File: src/core/gica_pkg.sv
// Shared constants and carrier types for the guest indirect register window
package gica_pkg;

	// ----------------------------------------------------------------
	// Register numbers
	// ----------------------------------------------------------------
	localparam logic [11:0] GICA_G_SEL  = 12'h250;
	localparam logic [11:0] GICA_G_AL1  = 12'h251;
	localparam logic [11:0] GICA_G_AL2  = 12'h252;
	localparam logic [11:0] GICA_G_AL3  = 12'h253;
	localparam logic [11:0] GICA_G_AL4  = 12'h255;
	localparam logic [11:0] GICA_G_AL5  = 12'h256;
	localparam logic [11:0] GICA_G_AL6  = 12'h257;
	localparam logic [11:0] GICA_S_SEL  = 12'h150;
	localparam logic [11:0] GICA_S_AL1  = 12'h151;
	localparam logic [11:0] GICA_S_AL2  = 12'h152;
	localparam logic [11:0] GICA_S_AL3  = 12'h153;
	localparam logic [11:0] GICA_S_AL4  = 12'h155;
	localparam logic [11:0] GICA_S_AL5  = 12'h156;
	localparam logic [11:0] GICA_S_AL6  = 12'h157;

	// ----------------------------------------------------------------
	// Field positions, codes and reset values
	// ----------------------------------------------------------------
	localparam int          GICA_SEL_MIN_BITS = 12;
	localparam int          GICA_TOP64        = 63;
	localparam int          GICA_TOP32        = 31;
	localparam int          GICA_NUM_ALIAS    = 6;
	localparam logic [1:0]  GICA_PRIV_U       = 2'h0;
	localparam logic [1:0]  GICA_PRIV_S       = 2'h1;
	localparam logic [1:0]  GICA_PRIV_M       = 2'h3;
	localparam logic        GICA_RST_CUST     = 1'h0;
	localparam logic [63:0] GICA_RST_DATA     = 64'h0;

	// ----------------------------------------------------------------
	// Carriers
	// ----------------------------------------------------------------
	typedef struct packed {
		logic        valid;
		logic        write;
		logic [11:0] num;
		logic [63:0] wdata;
		logic [1:0]  priv;
		logic        virt;
		logic        xlen64;
	} gica_req_t;

	typedef struct packed {
		logic        valid;
		logic        hit;
		logic        illegal;
		logic        virt_exc;
		logic [63:0] rdata;
	} gica_rsp_t;

endpackage

File: src/core/gica_top.sv
// Guest indirect select and alias register window with access checks
// Notes on behaviour
// - Guest select register lives at 0x250, hypervisor read-write, current width.
// - Guest aliases one to three live at 0x251 to 0x253.
// - Guest aliases four to six live at 0x255 to 0x257.
// - With hypervisor present, guest copies replace supervisor pair while virtualised.
// - Guest select holds at least every value zero to 0xfff.
// - Select top bit set means custom; clear means standard, reserved.
// - On width change the select top bit moves and keeps its value.
// - Guest and supervisor select should share one bit count.
// - Guest direct access, or guest user supervisor access, gives virtual fault.
// - Usual hypervisor qualification test is not used for these aliases.
// - Alias access with unimplemented select value raises illegal instruction.
// - Implemented select value: alias access acts as owning extension defines.
// - Select implemented for hypervisor only: guest supervisor alias gives virtual fault.
// - Register width follows current width, not guest width.
// - Machine enable bit 60 gates all select and alias registers.
// - Machine bit 60 clear: access below machine mode is illegal.
// - Enable bits never restrict machine mode accesses.
// - Machine bit 60 set: guest virtual faults still apply.
// - Hypervisor bit 60 gates only supervisor pair as seen by guest.
// - Hypervisor bit clear, machine set: guest supervisor access gives virtual fault.
`timescale 1ns/10ps
`default_nettype none

module gica_top
	import gica_pkg::*;
#(
	parameter bit HYP_PRESENT  = 1'b1,
	parameter bit MSTATEEN_IMP = 1'b1,
	parameter bit HSTATEEN_IMP = 1'b1,
	parameter int SEL_BITS     = 12,
	parameter int IMPL_BASE    = 0,
	parameter int NUM_ENTRIES  = 4,
	parameter bit GUEST_IMPL   = 1'b1
) (
	input  wire logic      clk_in,
	input  wire logic      sys_rst_in,
	input  wire gica_req_t csr_req_in,
	input  wire logic      mach_state_enable_0_b60_in,
	input  wire logic      hyp_state_enable_0_b60_in,
	output var  gica_rsp_t csr_rsp_out
);

	// ----------------------------------------------------------------
	// Elaboration checks
	// ----------------------------------------------------------------
	localparam int IW = (NUM_ENTRIES > 1) ? $clog2(NUM_ENTRIES) : 1;
	localparam int EN = NUM_ENTRIES * GICA_NUM_ALIAS;
	localparam int EW = $clog2(EN);

	// Select bits above 31 would collide with the custom bit at 32-bit width
	// shared select width
	if (SEL_BITS < GICA_SEL_MIN_BITS || SEL_BITS > GICA_TOP32) begin : g_sel_bits_chk
		$error("SEL_BITS out of range");
	end
	// Entry window must fit inside the select value range
	if (NUM_ENTRIES < 2 || IMPL_BASE < 0 ||
			64'(IMPL_BASE + NUM_ENTRIES) > (64'h1 << SEL_BITS)) begin : g_entry_chk
		$error("Entry range out of range");
	end

	// ----------------------------------------------------------------
	// State
	// ----------------------------------------------------------------
	typedef struct packed {
		logic                    sel_cust;
		logic [SEL_BITS-1:0]     sel_low;
		logic [EN-1:0][63:0]     ent;
		gica_rsp_t               rsp;
	} gica_state_t;

	gica_state_t st_ff;
	gica_state_t nxt_st;

	// ----------------------------------------------------------------
	// Decode
	// ----------------------------------------------------------------
	logic                g_hit;
	logic                s_hit;
	logic                is_sel;
	logic                is_alias;
	logic [2:0]          al_num;
	logic                m_mode;
	logic                sel_impl;
	logic [SEL_BITS-1:0] sel_off;
	logic [EW-1:0]       flat;
	logic [63:0]         sel_val;

	// Alias index from the low register number bits
	always_comb begin
		is_sel   = 1'b0;
		is_alias = 1'b0;
		al_num   = 3'h0;
		g_hit    = 1'b0;
		s_hit    = 1'b0;
		case (csr_req_in.num)
			GICA_G_SEL: begin
				g_hit  = HYP_PRESENT;
				is_sel = 1'b1;
			end
			GICA_G_AL1, GICA_G_AL2, GICA_G_AL3: begin
				g_hit    = HYP_PRESENT;
				is_alias = 1'b1;
				al_num   = 3'(csr_req_in.num[1:0] - 2'h1);
			end
			GICA_G_AL4, GICA_G_AL5, GICA_G_AL6: begin
				g_hit    = HYP_PRESENT;
				is_alias = 1'b1;
				al_num   = 3'({1'b0, csr_req_in.num[1:0]} + 3'h2);
			end
			// supervisor pair redirected only while virtualised
			GICA_S_SEL: begin
				s_hit  = HYP_PRESENT & csr_req_in.virt;
				is_sel = 1'b1;
			end
			GICA_S_AL1, GICA_S_AL2, GICA_S_AL3: begin
				s_hit    = HYP_PRESENT & csr_req_in.virt;
				is_alias = 1'b1;
				al_num   = 3'(csr_req_in.num[1:0] - 2'h1);
			end
			GICA_S_AL4, GICA_S_AL5, GICA_S_AL6: begin
				s_hit    = HYP_PRESENT & csr_req_in.virt;
				is_alias = 1'b1;
				al_num   = 3'({1'b0, csr_req_in.num[1:0]} + 3'h2);
			end
			default: begin
				is_sel = 1'b0;
			end
		endcase
	end

	assign m_mode = (csr_req_in.priv == GICA_PRIV_M) & ~csr_req_in.virt;

	// custom values have no backing entries here
	assign sel_off  = st_ff.sel_low - SEL_BITS'(IMPL_BASE);
	assign sel_impl = ~st_ff.sel_cust &
		(st_ff.sel_low >= SEL_BITS'(IMPL_BASE)) &
		(sel_off < SEL_BITS'(NUM_ENTRIES));
	assign flat = EW'(EW'(sel_off[IW-1:0]) * EW'(GICA_NUM_ALIAS)) + EW'(al_num);

	// custom bit is stored apart and placed at the current top
	always_comb begin
		sel_val = 64'(st_ff.sel_low);
		if (csr_req_in.xlen64)
			sel_val[GICA_TOP64] = st_ff.sel_cust;
		else
			sel_val[GICA_TOP32] = st_ff.sel_cust;
	end

	// ----------------------------------------------------------------
	// Access check and dispatch
	// ----------------------------------------------------------------
	// Checks run in a fixed order so one request gives one cause
	// fixed check order
	always_comb begin
		nxt_st = st_ff;
		nxt_st.rsp = '0;
		nxt_st.rsp.valid = csr_req_in.valid;
		nxt_st.rsp.hit = csr_req_in.valid & (g_hit | s_hit);
		if (csr_req_in.valid && (g_hit || s_hit)) begin
			// machine bit gates both pairs, checked first
			if (MSTATEEN_IMP && !m_mode && !mach_state_enable_0_b60_in) begin
				nxt_st.rsp.illegal = 1'b1;
			end else if (g_hit && csr_req_in.virt) begin
				// guest touching its own copies directly
				nxt_st.rsp.virt_exc = 1'b1;
			end else if (g_hit && csr_req_in.priv == GICA_PRIV_U) begin
				// Plain user lacks hypervisor privilege
				nxt_st.rsp.illegal = 1'b1;
			end else if (s_hit && csr_req_in.priv == GICA_PRIV_U) begin
				nxt_st.rsp.virt_exc = 1'b1;
			end else if (s_hit && HSTATEEN_IMP && !hyp_state_enable_0_b60_in) begin
				// hypervisor bit closes the guest view
				nxt_st.rsp.virt_exc = 1'b1;
			end else if (is_alias && !sel_impl) begin
				nxt_st.rsp.illegal = 1'b1;
			end else if (is_alias && s_hit && !GUEST_IMPL) begin
				nxt_st.rsp.virt_exc = 1'b1;
			end else if (is_sel) begin
				// read and write at current width
				nxt_st.rsp.rdata = csr_req_in.xlen64 ? sel_val :
					{32'h0, sel_val[31:0]};
				if (csr_req_in.write) begin
					// low select bits kept as written
					nxt_st.sel_low = csr_req_in.wdata[SEL_BITS-1:0];
					nxt_st.sel_cust = csr_req_in.xlen64 ?
						csr_req_in.wdata[GICA_TOP64] :
						csr_req_in.wdata[GICA_TOP32];
				end
			end else begin
				// backing entry behaves as plain state
				nxt_st.rsp.rdata = csr_req_in.xlen64 ? st_ff.ent[flat] :
					{32'h0, st_ff.ent[flat][31:0]};
				if (csr_req_in.write) begin
					// Narrow writes keep the upper half
					nxt_st.ent[flat] = csr_req_in.xlen64 ? csr_req_in.wdata :
						{st_ff.ent[flat][63:32], csr_req_in.wdata[31:0]};
				end
			end
		end
	end

	// ----------------------------------------------------------------
	// Registers
	// ----------------------------------------------------------------
	// Synchronous reset clears select, entries and response
	always_ff @(posedge clk_in) begin
		if (sys_rst_in) begin
			st_ff.sel_cust <= GICA_RST_CUST;
			st_ff.sel_low  <= '0;
			st_ff.ent      <= {EN{GICA_RST_DATA}};
			st_ff.rsp      <= '0;
		end else begin
			st_ff <= nxt_st;
		end
	end

	assign csr_rsp_out = st_ff.rsp;

	// ----------------------------------------------------------------
	// Checks
	// ----------------------------------------------------------------
	logic wr_sel_ok;
	assign wr_sel_ok = csr_req_in.valid & csr_req_in.write & is_sel &
		g_hit & m_mode;
endmodule

`default_nettype wire

File: config.mk
export PLATFORM = sky130hd
export DESIGN_NAME = gica_top
export DESIGN_NICKNAME = d
export VERILOG_FILES = /design/src/core/gica_pkg.sv /design/src/core/gica_top.sv
export SDC_FILE = /design/constraint.sdc
export NUM_CORES = 2
export LEC_CHECK = 0
export BUFFER_PORTS_ARGS = -buffer_cell sky130_fd_sc_hd__buf_2
export CORE_MARGIN = 2
export CORE_UTILIZATION = 65
export DETAILED_ROUTE_END_ITERATION = 8
export GPL_ROUTABILITY_DRIVEN = 0
export PLACE_DENSITY_LB_ADDON = 0.15
export SLEW_MARGIN = 25
export SYNTH_ARGS = -nofsm -noshare
export SYNTH_HDL_FRONTEND = slang
export SYNTH_SLANG_ARGS = --single-unit
File: constraint.sdc
create_clock -name clk_in -period 9.9 [get_ports clk_in]
set_input_delay 0.495 -clock clk_in [delete_from_list [all_inputs] [get_ports clk_in]]
set_output_delay 0.495 -clock clk_in [all_outputs]
set_load 0.005 [all_outputs]
* Word level (Yosys, flattened, before mapping)
Index checks and enable logic that the tools add are counted.
Storage, ports and cells: flip-flop bits (word level) 1617, output and inout port bits 68, input port bits 86, logic and storage cells 123
Operators by class: equal/unequal tests 15, $lt $le $gt $ge 4, bitwise gates (word level) 15, mux-type cells 29, add/subtract/negate cells 3, multiply operators 1, reductions and logical operators 25
Operator list (count):
- $bwmux W1536 | 1
- $mux W64 | 9
- $bmux W64 S5 | 1
- $demux W64 S5 | 1
- $eq A12 B10 Y1 const B | 7
- $eq A12 B9 Y1 const B | 7
- $mux W65 | 1
- $reduce_and A9 Y1 | 2
- $mux W1 | 15
- $reduce_or A7 Y1 | 2
- $ge A12 B1 Y1 const B | 1
- $lt A12 B3 Y1 const B | 1
- $reduce_or A12 Y1 | 1
- $reduce_or A6 Y1 | 2
- $not A1 Y1 | 10
- $logic_and A1 B1 Y1 | 8
- $reduce_or A8 Y1 | 1
- $lt A5 B6 Y1 const B | 1
- $pmux W3 S2 | 1
- $add A5 B3 Y5 | 1
- $ge A5 B1 Y1 const B | 1
- $and A1 B1 Y1 | 4
- $logic_not A1 Y1 | 4
- $mul A2 B2 Y4 const B | 1
- 8 further kinds | 9

* Logic depth before layout (Yosys ltp)
depth after elaboration 13, gate-level depth with buffers 22, depth with buffers taken out 15

* Worst setup path after synthesis
Ideal clock, no wire load.
path type in2reg, from input port csr_req_in[68] in the netlist's numbering, to register st_ff[1075] in the netlist's numbering, setup slack 4.932 ns, data required time 9.813 ns, buffers on the path 7, stages 19, arrival 4.881 ns, setup time 0.087 ns, cells stage by stage inv_1 -> ha_1 -> nor3_1 -> nand4bb_1 -> clkbuf_1 -> clkbuf_1 -> clkbuf_1 -> a211oi_1 -> ha_1 -> fa_1 -> clkbuf_1 -> o21ai_0 -> o21ai_1 -> a211oi_1 -> clkbuf_1 -> buf_1 -> nand4_1 -> clkbuf_1 -> o31ai_1
On the way: longest elaborated chain between the ends 9, elaborated cells on any way between the ends 51, those cells by class 3 x add/sub; 2 x order compare; 14 x eq/ne; 11 x mux; 6 x bitwise; 15 x reduce/logical
RTL lines:
- from (decl) | RTL line gica_top.sv:39 | input wire gica_req_t csr_req_in,
- $eq A12 B9 Y1 or $eq A12 B10 Y1 (tied branches) | RTL line gica_top.sv:97 | case (csr_req_in.num)
- $reduce_or A6 Y1 (no line)
- $pmux W3 S2 | RTL line gica_top.sv:97
- $add A5 B3 Y5 | RTL line gica_top.sv:140 | assign flat = EW'(EW'(sel_off[IW-1:0]) * EW'(GICA_NUM_ALIAS)) + EW'(al_num);
- $lt A5 B6 Y1 (implied by the code) or $ge A5 B1 Y1 (tied branches) | RTL line gica_top.sv:197 | nxt_st.ent[flat] = csr_req_in.xlen64 ? csr_req_in.wdata :
- $logic_and A1 B1 Y1 (implied by the code) | RTL line gica_top.sv:197
- $mux W64 | RTL line gica_top.sv:197
- $demux W64 S5 | RTL line gica_top.sv:197
- $bwmux W1536 | RTL line gica_top.sv:197
- to (signal assigned) | RTL line gica_top.sv:215 | st_ff <= nxt_st;
- to (decl) | RTL line gica_top.sv:73 | gica_state_t st_ff;
Parallel ways exist; a longest one is shown, timed or not. The select of a mux whose other input is x is not followed. A chain may end at the register's enable or synchronous reset.

* Worst setup path after layout
from input port csr_req_in[75] in the netlist's numbering, to register st_ff[1591] in the netlist's numbering
Same word-level chain as after synthesis.

==> impl_results.md <==
- Syn Inst Count: 7827
- Die area: 0.1084 mm2
- WP data required: 10620 ps
- Cell row count: approximately 120
- Synthesized area per cell: 8.785 um2
- Most area-hungry cell type in the Yosys netlist: dfxtp_1
- Latest clock arrival within the worst-skew pair: roughly 800 ps
- Worst Setup Start Kind: input port
- Top FF cell, synth: dfxtp_1
- Final Hold Fails: 0
- Clk slew on worst S/H paths: 70 ps
- Yosys cell types: 75
- Crit path launch: csr_req_in[75]
- Syn Std Cell Area: 0.06876 mm2
- Min cycle time layout: 6565 ps
- Setup Viol. Count Final: 0
- H-Tree Depth: 4
- Met1 Use GR: 58.53%
- Leakage dissipation: 24.47 nW
- Initial antenna violation count: 31
- Post-synth EDFFs: 0
- YS warnings: 0
- Design area: 0.07464 mm2
- Dpl hpwl: 138.0 mm
- Core Box Area: 0.1051 mm2
- GRT Resource Usage Total: a little under half
- Area Overhead vs Synth: 8.560%
- Commonest cells in the netlist: nand2_1 (1971), dfxtp_1 (1617), a21oi_1 (950)
- Slew Limit Fails: 0
- Boundary Pins: between 150 and 200
- Mux contribution to synthesized area: 11.53%
- Routed WL per cell: 28.77 um
- Int Pwr: 10.22 mW
- Number of fill cells: 8030
- Slew Limit Headroom: 18.69%
- Clk pwr share: a little under half
- Net count, final: 7448
- Max Root-Sink Buffers: 3
- Drt initial violations: 11250
- Hold Buf Count CTS: 0
- Share of cells above drive strength 1: 13.56%
- Post_cts resized: 0
- Period utilization: between 60% and 70%
- CP Capture Type: flop
- Synth Register Bits: approximately 1600
- Post-route DRC: 0
- Sw power: 2.929 mW
- GRT overflow: 0
- Sw frac: 22.28%
- Post-CTS Setup Repair Bufs: 0
- First-pass GRT wire length: 372.0 mm
- Combinational Power Share: 2.8%
- Post-Synth XOR/XNOR Area: less than 1%
- I/O Buffers: 153
- Met2 usage: 65.93%
- Die height: 329.2 um
- Post-synthesis sequential area ratio: 47.08%
- CP arrival: 7280 ps
- Post-Route Setup TNS: 0 ps
- Most Crowded Layer GR: met2
- Worst-margin pin slew: 1220 ps
- Seq pwr share: 49.5%
- Clock root buffer: clkbuf_16
- Compound-Gate Fraction of Synth Area: 17.26%
- Starting Density: roughly two thirds
- Status: completed
- Synth area leaders: dfxtp_1 (47%), mux4_2 (11%), nand2_1 (11%)
- Adder-cell area share of the yosys netlist: 0.1929%
- Hold WC Path Type: in2reg
- RSZ-0062 raised after global routing: no
- Total number of vias: 63210
- # clock sinks: 1617
- Simple-Gate Fraction of Synth Area: 17.78%
- Final wirelength: 255.4 mm
- Vias per cell: 7.120
- Post-synth top area share: between 40% and 50%
- # Max-Cap Violations: 0
- Crit-path max FO: 43
- Die width: 329.2 um
- Initial DRT Pass Iterations: 9
- Final Skew: 40.81 ps
- Kind of critical path: in2reg
- Largest net degree at the start of global routing: roughly 220
- Count leader, synth: nand2_1
- Met3 usage: ~15%
- Post-synthesis async set-or-reset flop share: 0%
- Largest family of logic cells by synthesized area: simple AND/OR/NAND/NOR gates
- Total CTS buffers: 160
- F_max: 152.3 MHz
- Placed Area: 0.06906 mm2
- Vias in the first global route: 58550
- Reg-to-Reg Start: sel_val[0]
- PwrDens: 176.1 mW/mm2
- Worst vdd ir: about 200 uV
- CTS tree: done
- Worst Hold Launch: csr_req_in[60]
- Mapped Nets: around 7900
- ANT nets after route: 0
-- flip-flops by register name, summed over array words and instances, names as in the netlist --
register and count:
csr_rsp_out 68, st_ff 1537, sel_val 12
-- area by class of cell --
cell class | count | area [um2] | share of cell area (%)
timing repair buffer | 308 | 2130 | 2.853
tap | 1391 | 1740 | 2.332
clock inverter | 45 | 525.5 | 0.7040
clock buffer | 235 | 4847 | 6.494
sequential | 1617 | 32370 | 43.37
inverter | 10 | 52.55 | 0.07040
antenna | 17 | 42.54 | 0.05699
multi-input combinational | 5255 | 32940 | 44.12
-- critical path: stages --
cell and delay (ps):
buf_2 100, nor3b_1 710, nand4bb_2 180, buf_4 370, a211oi_1 560, ha_4 240, fa_4 830, buf_4 440
nor2_4 650, buf_4 770, buf_4 440, a22o_1 220, a311o_1 560, buf_4 360, o211ai_1 120, a21oi_1 200
-- kinds of logic after synthesis --
kind of cell    count (synthesis)
compound gates               1941
xor+xnor                        6
fa+ha+maj                      10
buf+inv                       955
flops                        1617
mux                           376
simple gates                 2922
-- cell usage in the layout, fill, tap and decap left out, types with 17 or more instances in the layout --
master	synthesis	routed
a211oi_1	57	54
a21oi_1	950	949
a22oi_1	116	116
a31oi_1	33	33
and2_1	22	21
and3_1	31	31
buf_2	118	152
buf_4	85	140
clkbuf_1	684	29
clkbuf_16	0	169
clkbuf_8	0	37
clkinv_2	0	26
dfxtp_1	1617	1617
diode_2	0	17
mux2i_1	37	37
mux4_2	332	332
nand2_1	1971	1965
nand3_1	668	658
nand4_1	23	23
nor2_1	121	93
nor2_4	0	28
nor3_1	43	40
o211ai_2	20	20
o21ai_0	189	189
o31ai_1	456	456
-- metal layers --
| metal | up-vias | share of wire (%) |
|---|---|---|
| met5 | - | 0.11 |
| met1 | 30040 | 35 |
| met2 | 5207 | 42 |
| met4 | 40 | 7.7 |
| met3 | 1353 | 15 |
| li1 | 26570 | - |
-- power by group through the flow --
stage	clock network, mW	logic (mW)	registers [mW]
4_1_cts	6.25	0.342	6.51
2_1_floorplan	0	0.237	6.65
6_report	6.28	0.365	6.50
3_3_place_gp	0	0.339	6.65
5_1_grt	6.51	0.375	6.50
3_5_place_dp	0	0.341	6.65
-- stage by stage --
| step | hold slack [ps] | utilization, % | power, mW | setup WS [ps] | cells |
|---|---|---|---|---|---|
| 4_1_cts | 138.0 | 70.81 | 13.10 | 3745 | 8859 |
| 3_3_place_gp | 434.3 | 65.55 | 6.989 | 3140 | 8574 |
| 3_5_place_dp | 439.9 | 65.70 | 6.991 | 2949 | 8579 |
| 6_report | 173.9 | 71.01 | 13.15 | 3335 | 8878 |
| 5_1_grt | 194.3 | 70.97 | 13.39 | 3368 | 8863 |
| 2_1_floorplan | 428.4 | - | 6.888 | 4932 | 7827 |
-- final timing paths --
path	endpoint	cells after the start	slack, ps
min reg2reg	st_ff[882]	2	450
min	st_ff[1596]	3	170
max	st_ff[1591]	16	3340
max reg2reg	st_ff[1591]	13	3980
No activity file was read; power rests on OpenSTA's default activity.
